**config.mk**
```make
export PLATFORM = sky130hd
export DESIGN_NAME = pcsa_core
export DESIGN_NICKNAME = d
export VERILOG_FILES = /design/src/hw/pcsa_pkg.sv /design/src/hw/pcsa_stack_mem.sv /design/src/hw/pcsa_wb_slave.sv /design/src/hw/pcsa_core.sv
export SDC_FILE = /design/constraint.sdc
export NUM_CORES = 1
export LEC_CHECK = 0
export ABC_CLOCK_PERIOD_IN_PS = 3700
export BUFFER_PORTS_ARGS = -buffer_cell sky130_fd_sc_hd__buf_2
export CORE_ASPECT_RATIO = 0.7
export CORE_MARGIN = 2
export CORE_UTILIZATION = 30
export CTS_BUF_LIST = sky130_fd_sc_hd__clkbuf_4 sky130_fd_sc_hd__clkbuf_8
export DETAILED_ROUTE_END_ITERATION = 10
export PLACE_DENSITY = 0.48
export SYNTH_ARGS = -nofsm -noshare
export SYNTH_HDL_FRONTEND = slang
export SYNTH_SLANG_ARGS = --single-unit
```
**constraint.sdc**
```tcl
create_clock -name clk_sys -period 3.7 [get_ports clk_sys]
set_clock_uncertainty 0.15 [all_clocks]
set_input_delay 0.185 -clock clk_sys [delete_from_list [all_inputs] [get_ports clk_sys]]
set_output_delay 0.185 -clock clk_sys [all_outputs]
set_load 0.01 [all_outputs]
```
**src/hw/pcsa_pkg.sv**
```systemverilog
package pcsa_pkg;
  // register byte addresses on the wishbone bus
  localparam logic [7:0] ADDR_POWER_CONTROL_FLAGS = 8'h8e;
  localparam logic [7:0] ADDR_COUNTER_LOW_BYTE = 8'h02;
  localparam logic [7:0] ADDR_COUNTER_HIGH_LATCH = 8'h0a;
  localparam logic [7:0] ADDR_FILE_SELECT_POINTER = 8'h04;
  localparam logic [7:0] ADDR_INDIRECT_DATA_PORT = 8'h00;
  localparam logic [7:0] ADDR_BANK_CONTROL = 8'h03;
  localparam logic [7:0] ADDR_PC_STATUS_LOW = 8'h10;
  localparam logic [7:0] ADDR_PC_STATUS_HIGH = 8'h14;
  // power control field positions and reset values
  localparam int unsigned PCF_BOREN_BIT = 4;
  localparam int unsigned PCF_POR_BIT = 1;
  localparam int unsigned PCF_BOR_BIT = 0;
  localparam logic [7:0] PCF_WRITE_MASK = 8'h13;
  localparam logic SOFT_BOREN_RESET = 1'b1;
  // bank register: indirect bank bit position
  localparam int unsigned BANK_IRP_BIT = 7;
  // widths
  localparam int unsigned PC_W = 13;
  localparam int unsigned STACK_DEPTH = 8;
  localparam int unsigned SP_W = 3;
  localparam int unsigned JUMP_W = 11;
  localparam int unsigned DADDR_W = 9;
  localparam logic [PC_W-1:0] PC_RESET = 13'h0000;

  typedef enum logic [6:0] {
    PCSA_OP_NONE = 7'h01,
    PCSA_OP_STEP = 7'h02,
    PCSA_OP_JUMP = 7'h04,
    PCSA_OP_CALL = 7'h08,
    PCSA_OP_IRQ = 7'h10,
    PCSA_OP_RET = 7'h20,
    PCSA_OP_WRPCL = 7'h40
  } pcsa_op_e;

  typedef struct packed {
    pcsa_op_e op;
    logic [JUMP_W-1:0] target;
    logic [7:0] lowByte;
    logic [PC_W-1:0] vector;
  } pcsa_flow_s;

  typedef struct packed {
    logic [DADDR_W-1:0] addr;
    logic isIndirectPort;
  } pcsa_ind_s;
endpackage

```
**src/hw/pcsa_stack_mem.sv**
```systemverilog
`timescale 1ns/1ps
module pcsa_stack_mem (
  // clock and reset
  input wire logic clk_sys,
  input wire logic rst_n,
  // write side
  input wire logic wrEn,
  input wire logic [pcsa_pkg::SP_W-1:0] wrAddr,
  input wire logic [pcsa_pkg::PC_W-1:0] wrData,
  // read side
  input wire logic [pcsa_pkg::SP_W-1:0] rdAddr,
  output logic [pcsa_pkg::PC_W-1:0] rdData
);
  logic [pcsa_pkg::PC_W-1:0] mem [pcsa_pkg::STACK_DEPTH];
  logic [pcsa_pkg::PC_W-1:0] rdData_ff;

  always_ff @(posedge clk_sys) begin
    if (wrEn) begin
      mem[wrAddr] <= wrData;
    end
  end

  always_ff @(posedge clk_sys or negedge rst_n) begin
    if (!rst_n) begin
      rdData_ff <= pcsa_pkg::PC_RESET;
    end else begin
      // a push into the slot being fetched shows its new value at once
      rdData_ff <= (wrEn && wrAddr == rdAddr) ? wrData : mem[rdAddr];
    end
  end

  assign rdData = rdData_ff;
endmodule // pcsa_stack_mem

```
**src/hw/pcsa_wb_slave.sv**
```systemverilog
`timescale 1ns/1ps
module pcsa_wb_slave (
  // clock and reset
  input wire logic clk_sys,
  input wire logic rst_n,
  // wishbone
  input wire logic wb_cyc_i,
  input wire logic wb_stb_i,
  input wire logic wb_we_i,
  input wire logic wb_sel_i,
  // access strobes to the register core
  output logic wrStrobe,
  output logic rdStrobe,
  output logic ackOut
);
  logic ack_ff;
  wire request = wb_cyc_i && wb_stb_i && wb_sel_i && !ack_ff;
  wire reqAny = wb_cyc_i && wb_stb_i && !ack_ff;

  always_ff @(posedge clk_sys or negedge rst_n) begin
    if (!rst_n) begin
      ack_ff <= 1'b0;
    end else begin
      ack_ff <= reqAny;
    end
  end

  // one-cycle strobes, in the cycle before the ack register rises
  assign wrStrobe = request && wb_we_i;
  assign rdStrobe = request && !wb_we_i;
  assign ackOut = ack_ff;
endmodule // pcsa_wb_slave

```
**src/hw/pcsa_core.sv**
```systemverilog
// The implementer's own choice: the Wishbone register port.
`timescale 1ns/1ps
module pcsa_core (
  // clock and reset
  input wire logic clk_sys,
  input wire logic rst_n,
  // reset cause pulses from the reset generator
  input wire logic porEvent,
  input wire logic borEvent,
  input wire logic watchdogResetEvent,
  input wire logic masterClearEvent,
  // instruction decoder flow request
  input wire logic flowValid,
  input wire pcsa_pkg::pcsa_flow_s flowReq,
  // indirect data memory side
  input wire logic [7:0] dataRdIn,
  output logic [pcsa_pkg::DADDR_W-1:0] dataAddr,
  output logic dataWrEn,
  output logic [7:0] dataWrOut,
  // wishbone slave
  input wire logic wb_cyc_i,
  input wire logic wb_stb_i,
  input wire logic wb_we_i,
  input wire logic [7:0] wb_adr_i,
  input wire logic [3:0] wb_sel_i,
  input wire logic [31:0] wb_dat_i,
  output logic [31:0] wb_dat_o,
  output logic wb_ack_o,
  // status out
  output logic [pcsa_pkg::PC_W-1:0] progCounter,
  output logic softBrownoutEnable
);
  logic [pcsa_pkg::PC_W-1:0] pc_ff, nxt_pc;
  logic [4:0] latch_ff;
  logic [7:0] fsr_ff;
  logic bank_ff;
  logic soft_brownout_enable_ff, porFlag_ff, borFlag_ff;
  logic [pcsa_pkg::SP_W-1:0] sp_ff, nxt_sp;
  logic [31:0] rdData_ff;
  logic dataWrEn_ff;
  logic [7:0] dataWrOut_ff;
  logic [pcsa_pkg::DADDR_W-1:0] dataAddr_ff;
  logic [pcsa_pkg::PC_W-1:0] stackTop;
  logic wrStrobe, rdStrobe, ackOut;
  logic pushEn;
  logic [pcsa_pkg::PC_W-1:0] pushData;

  pcsa_wb_slave u_bus (
    .clk_sys(clk_sys),
    .rst_n(rst_n),
    .wb_cyc_i(wb_cyc_i),
    .wb_stb_i(wb_stb_i),
    .wb_we_i(wb_we_i),
    .wb_sel_i(wb_sel_i[0]),
    .wrStrobe(wrStrobe),
    .rdStrobe(rdStrobe),
    .ackOut(ackOut)
  );

  // address decode
  wire selPcon = wb_adr_i == pcsa_pkg::ADDR_POWER_CONTROL_FLAGS;
  wire selPcl = wb_adr_i == pcsa_pkg::ADDR_COUNTER_LOW_BYTE;
  wire selLatch = wb_adr_i == pcsa_pkg::ADDR_COUNTER_HIGH_LATCH;
  wire selFsr = wb_adr_i == pcsa_pkg::ADDR_FILE_SELECT_POINTER;
  wire selIndf = wb_adr_i == pcsa_pkg::ADDR_INDIRECT_DATA_PORT;
  wire selBank = wb_adr_i == pcsa_pkg::ADDR_BANK_CONTROL;
  wire selPcLo = wb_adr_i == pcsa_pkg::ADDR_PC_STATUS_LOW;
  wire selPcHi = wb_adr_i == pcsa_pkg::ADDR_PC_STATUS_HIGH;

  // indirect address: bank bit above pointer
  wire [pcsa_pkg::DADDR_W-1:0] indAddr = {bank_ff, fsr_ff};
  // pointer aimed at the port itself (either bank)
  wire indSelf = fsr_ff == pcsa_pkg::ADDR_INDIRECT_DATA_PORT;

  wire [7:0] pconRead = {3'h0, soft_brownout_enable_ff, 2'h0, porFlag_ff, borFlag_ff};
  wire [7:0] indRead = indSelf ? 8'h00 : dataRdIn;
  wire [7:0] bankRead = {bank_ff, 7'h00};
  wire [31:0] busRead =
    selPcon ? {24'h0, pconRead} :
    selPcl ? {24'h0, pc_ff[7:0]} :
    selLatch ? {27'h0, latch_ff} :
    selFsr ? {24'h0, fsr_ff} :
    selIndf ? {24'h0, indRead} :
    selBank ? {24'h0, bankRead} :
    selPcLo ? {24'h0, pc_ff[7:0]} :
    selPcHi ? {27'h0, pc_ff[12:8]} :
    32'h0;

  wire wPcon = wrStrobe && selPcon;
  wire wPcl = wrStrobe && selPcl;
  wire wLatch = wrStrobe && selLatch;
  wire wFsr = wrStrobe && selFsr;
  wire wIndf = wrStrobe && selIndf && !indSelf;
  wire wBank = wrStrobe && selBank;

  // flow decode
  wire opStep = flowValid && flowReq.op == pcsa_pkg::PCSA_OP_STEP;
  wire opJump = flowValid && flowReq.op == pcsa_pkg::PCSA_OP_JUMP;
  wire opCall = flowValid && flowReq.op == pcsa_pkg::PCSA_OP_CALL;
  wire opIrq = flowValid && flowReq.op == pcsa_pkg::PCSA_OP_IRQ;
  wire opRet = flowValid && flowReq.op == pcsa_pkg::PCSA_OP_RET;
  wire opWrPcl = flowValid && flowReq.op == pcsa_pkg::PCSA_OP_WRPCL;

  wire [pcsa_pkg::PC_W-1:0] pcInc = pc_ff + 13'h0001;
  wire [pcsa_pkg::PC_W-1:0] jumpDest = {latch_ff[4:3], flowReq.target};
  wire [pcsa_pkg::PC_W-1:0] pclDest = {latch_ff, flowReq.lowByte};
  wire [pcsa_pkg::PC_W-1:0] busPclDest = {latch_ff, wb_dat_i[7:0]};

  // call pushes the return address, interrupt the interrupted one
  assign pushEn = opCall || opIrq;
  assign pushData = opCall ? pcInc : pc_ff;

  // pointer to next free slot; top is slot below it
  wire [pcsa_pkg::SP_W-1:0] spTop = sp_ff - 3'h1;

  // memory prefetches the top for the pointer value after this edge
  wire resetEvent = porEvent || borEvent || watchdogResetEvent || masterClearEvent;
  wire [pcsa_pkg::SP_W-1:0] spLoad = resetEvent ? 3'h0 : nxt_sp;
  wire [pcsa_pkg::SP_W-1:0] spNextTop = spLoad - 3'h1;

  pcsa_stack_mem u_stack (
    .clk_sys(clk_sys),
    .rst_n(rst_n),
    .wrEn(pushEn),
    .wrAddr(sp_ff),
    .wrData(pushData),
    .rdAddr(spNextTop),
    .rdData(stackTop)
  );

  always_comb begin
    nxt_pc = pc_ff;
    nxt_sp = sp_ff;
    if (opStep) begin
      nxt_pc = pcInc;
    end else if (opJump) begin
      nxt_pc = jumpDest;
    end else if (opCall || opIrq) begin
      nxt_pc = opCall ? jumpDest : flowReq.vector;
      nxt_sp = sp_ff + 3'h1;
    end else if (opRet) begin
      nxt_pc = stackTop;
      nxt_sp = spTop;
    end else if (opWrPcl) begin
      nxt_pc = pclDest;
    end else if (wPcl) begin
      nxt_pc = busPclDest;
    end
  end

  always_ff @(posedge clk_sys or negedge rst_n) begin
    if (!rst_n) begin
      pc_ff <= pcsa_pkg::PC_RESET;
      sp_ff <= 3'h0;
    end else if (porEvent || borEvent || watchdogResetEvent || masterClearEvent) begin
      pc_ff <= pcsa_pkg::PC_RESET;
      sp_ff <= 3'h0;
    end else begin
      pc_ff <= nxt_pc;
      sp_ff <= nxt_sp;
    end
  end

  // latch written only by software, never by stack traffic
  always_ff @(posedge clk_sys or negedge rst_n) begin
    if (!rst_n) begin
      latch_ff <= 5'h00;
    end else if (wLatch) begin
      latch_ff <= wb_dat_i[4:0];
    end
  end

  always_ff @(posedge clk_sys or negedge rst_n) begin
    if (!rst_n) begin
      fsr_ff <= 8'h00;
      bank_ff <= 1'b0;
    end else begin
      if (wFsr) begin
        fsr_ff <= wb_dat_i[7:0];
      end
      if (wBank) begin
        bank_ff <= wb_dat_i[pcsa_pkg::BANK_IRP_BIT];
      end
    end
  end

  // por clears both flags, bor clears its own; por or bor beats a software set, watchdog and master clear leave the flags alone
  always_ff @(posedge clk_sys or negedge rst_n) begin
    if (!rst_n) begin
      soft_brownout_enable_ff <= pcsa_pkg::SOFT_BOREN_RESET;
      porFlag_ff <= 1'b0;
      borFlag_ff <= 1'b0;
    end else if (porEvent) begin
      soft_brownout_enable_ff <= pcsa_pkg::SOFT_BOREN_RESET;
      porFlag_ff <= 1'b0;
      borFlag_ff <= 1'b0;
    end else if (borEvent) begin
      borFlag_ff <= 1'b0;
    end else if (wPcon) begin
      soft_brownout_enable_ff <= wb_dat_i[pcsa_pkg::PCF_BOREN_BIT];
      porFlag_ff <= wb_dat_i[pcsa_pkg::PCF_POR_BIT];
      borFlag_ff <= wb_dat_i[pcsa_pkg::PCF_BOR_BIT];
    end
  end

  always_ff @(posedge clk_sys or negedge rst_n) begin
    if (!rst_n) begin
      rdData_ff <= 32'h0;
      dataWrEn_ff <= 1'b0;
      dataWrOut_ff <= 8'h00;
      dataAddr_ff <= 9'h000;
    end else begin
      if (rdStrobe) begin
        rdData_ff <= busRead;
      end
      dataWrEn_ff <= wIndf;
      dataWrOut_ff <= wb_dat_i[7:0];
      dataAddr_ff <= indAddr;
    end
  end

  assign wb_dat_o = rdData_ff;
  assign wb_ack_o = ackOut;
  assign dataAddr = dataAddr_ff;
  assign dataWrEn = dataWrEn_ff;
  assign dataWrOut = dataWrOut_ff;
  assign progCounter = pc_ff;
  assign softBrownoutEnable = soft_brownout_enable_ff;
endmodule // pcsa_core

```
==> metrics.md <==
| Metric | Value |
|---|---|
| CP Class | register to register |
| Max_cap viols | 0 |
| Core box area | 27900 µm² |
| Residual DRC count | 0 |
| Clock Latency Late Sink | 0.50 ns |
| Global route overflow | 0 |
| Power Internal | 0.00279 W |
| Top cell type's share of synthesized area | 36.7% |
| Initial drt markers | 453 |
| Lkg Pwr | 4.08 nW |
| Initial antenna violation count | 0 |
| Final number of setup-violating endpoints | 0 |
| Synth Area in Simple Gates | 12.9% |
| Final count of hold timing violations | 0 |
| Post-synth top area cell | edfxtp_1 |
| DR vias | 6133 |
| Sw Ratio | 27.1% |
| Worst Path Required | 3.96 ns |
| CTS clk-pin slew, worst paths | 0.10 ns |
| CTS Buf Count | 17 |
| Status | complete, no violations |
| Number of synthesized register bits | 177 |
| Finished Layout Cells | 1202 |
| Detail Route Antenna Nets | 0 |
| # H-tree levels | 4 |
| TritonRoute pass-1 iters | 6 |
| Pins over their slew limit | 0 |
| Max Fanout on Critical Path | 15 |
| Leading post-synthesis cells by cell area | edfxtp_1 37%, dfrtp_1 21%, mux4_2 4.5% |
| Critical path origin | sp_ff[1]$_DFF_PN0_ |
| Number of synthesized flops with an enable pin | 104 |
| HPWL after DPL | 17.8 mm |
| PD cells | 374 nW/µm² |
| Die X | 205 µm |
| Dpl cells | 1146 |
| Syn Area/Cell | 12.8 µm² |
| Die Area | 29800 µm² |
| Compound-Gate Fraction of Synth Area | 9.77% |
| Vias per std cell | 5.10 |
| Fin crit share | 87.0% |
| Initial core utilization | 30.5% |
| WL final | 25.1 mm |
| Cells after Synth | 667 |
| Num rows | 51 |
| Mapped Area | 8520 µm² |
| Synth Warn # | 0 |
| Slew HR | 17.4% |
| Element type at the critical path start | register |
| Min Tclk post-route | 3.22 ns |
| Cell variety after synth | 77 |
| Clk sinks | 177 |
| Asr flop ratio synth | 41.2% |
| RSZ-0062 raised after global routing | false |
| Post-synthesis mux area share | 12.2% |
| Register area share after synthesis | 58.1% |
| PortBufs | 114 |
| Hold_sp | flowReq[23] |
| Clock power frac | 37.8% |
| Sequential share of power | 55.7% |
| Main combinational cell family by area after synthesis | simple AND/OR/NAND/NOR gates |
| First-pass GRT wire length | 37.8 mm |
| Global-route usage over all layers | 17.3% |
| CTS-repair resized insts | 0 |
| Fmax | 311 MHz |
| Net switching power | 0.00104 W |
| Peak supply drop | 0.000235 V |
| Synth Area in XOR/XNOR | 2.07% |
| Longest Clk Path Bufs | 2 |
| # nets final | 922 |
| Worst slew pin tran | 1.23 ns |
| IO Count | 166 |
| Comb pwr share | 6.6% |
| Vias in the first global route | 5965 |
| Placer Congestion | 0.862 |
| Root Driver | clkbuf_8 |
| CTS tree | yes |
| Crit path DAT | 3.48 ns |
| Hold WC Path Type | input port to register |
| Die Ht | 145 µm |
| Ratio of cells with drive above 1 in the final layout | 29.7% |
| Critical path endpoint category | register |
| Synth Flop Type | edfxtp_1 |
| Drt wl/cell | 20.9 µm |
| Antenna fix cells | 0 |
| Adder-Cell Fraction of Synth Area | 0.441% |
| Post-synth top cells | 104 x edfxtp_1, 72 x dfrtp_1, 57 x nor2_1 |
| Syn-to-layout area delta | 20.1% |
| Largest net degree at the start of global routing | 61 |
| Setup TNS | 0 ns |
| Launch point of the worst reg-to-reg path | sp_ff[1]$_DFF_PN0_ |
| Top-count cell post-synth | edfxtp_1 |
repair_timing:
| item | in CTS | in global routing |
|---|---|---|
| buffers inserted | 0 | 0 |
| hold endpoints to repair | 93 | 0 |
| hold buffers | 24 | 0 |
critical path, cell delays in order (launching register included):
cell     delay (ns)
dfrtp_1        0.52
inv_1          0.14
ha_1           0.35
nor4_2         0.28
a211o_2        0.16
and2_4         0.17
inv_4          0.09
nor4b_1        0.29
or3_1          0.52
buf_4          0.27
nand2_1        0.06
o21ai_1        0.12
metrics by stage:
step	setup slack [ns]	utilization [%]	power [W]	hold slack [ns]	instance area [µm²]
final	0.483	36.7	0.00383	0.0280	10200
after global routing	0.188	36.7	0.00397	0.0318	10200
after CTS	0.497	36.7	0.00386	0.00603	10200
after detailed placement	0.354	34.3	0.00241	0.194	9570
after global placement	0.417	34.3	0.00241	0.188	9570
after floorplan	0.653	-	0.00229	-0.261	8600
cells by family (layout without fill, tap and decap cells):
group,Yosys count,count (layout)
adder cells (fa/ha/maj),3,3
AO/OA/AOI/OAI,124,124
XOR/XNOR,18,18
buffers and inverters,67,208
flip-flops,177,177
AND/OR/NAND/NOR,201,201
multiplexers,76,76
other,1,24
final timing paths:
| check | depth (start not counted) | endpoint | slack, ns |
|---|---|---|---|
| max | 11 | u_stack.rdData[2]$_DFF_PN0_ | 0.48 |
| min | 4 | progCounter[2]$_DFFE_PN0P_ | 0.03 |
| max reg2reg | 11 | u_stack.rdData[2]$_DFF_PN0_ | 0.48 |
| min reg2reg | 0 | dataAddr[8]$_DFF_PN0_ | 0.28 |
| max in group asynchronous | 3 | dataWrOut[6]$_DFF_PN0_ | 2.47 |
| min in group asynchronous | 2 | sp_ff[0]$_DFF_PN0_ | 0.15 |
layout make-up:
class	instances	area (µm²)
flip-flops and latches	177	4950
multi-input cells	446	3310
inverters	7	28.8
repair buffers	169	1060
fillers	2775	17700
well taps	371	464
clock inverters	15	186
clock buffers	17	234
layer usage:
layer  routed length (µm)  global-route usage (%)  share of wire [%]  up-vias
li1                     -                       -                  -     2789
met1                13400                    28.8                 53     3109
met2                 9860                    22.0                 39      218
met3                 1660                    3.95                6.6       17
met4                  184                    3.63               0.73        0
met5                    0                       0                  0        -
power groups by stage:
| stage | combinational (W) | clock, W | sequential (W) |
|---|---|---|---|
| 2_1_floorplan | 0.000112 | 0 | 0.00218 |
| 5_1_grt | 0.000277 | 0.00156 | 0.00213 |
| 6_report | 0.000252 | 0.00145 | 0.00213 |
| 3_3_place_gp | 0.000234 | 0 | 0.00217 |
| 4_1_cts | 0.000253 | 0.00147 | 0.00213 |
| 3_5_place_dp | 0.000234 | 0 | 0.00217 |
placed cells by master (no fill, tap or decap), types with 6 or more instances in the layout:
cell type / n
a21oi_1: 32
a31oi_1: 11
and3_1: 11
buf_2: 113
buf_4: 31
clkbuf_8: 17
conb_1: 24
dfrtp_1: 72
dlygate4sd3_1: 24
edfxtp_1: 104
inv_1: 6
inv_8: 6
mux2_2: 16
mux2i_1: 38
mux4_2: 17
nand2_1: 45
nand3_1: 18
nor2_1: 57
nor3_1: 9
nor3_2: 6
o211ai_1: 8
o21ai_0: 16
o21ai_1: 11
o22a_1: 7
o22ai_1: 8
or3_1: 7
xnor2_1: 10
xor2_1: 7
state kept, by name, indices dropped and copies added, names as in the netlist:
register            flops
fsr_ff                  8
u_stack.rdData         13
progCounter            13
wb_dat_o                8
bank_ff                 1
dataWrEn                1
borFlag_ff              1
u_bus.ackOut            1
sp_ff                   3
dataAddr                9
latch_ff                5
u_stack.mem           104
dataWrOut               8
porFlag_ff              1
softBrownoutEnable      1
Power figures use the tool's default switching activity.
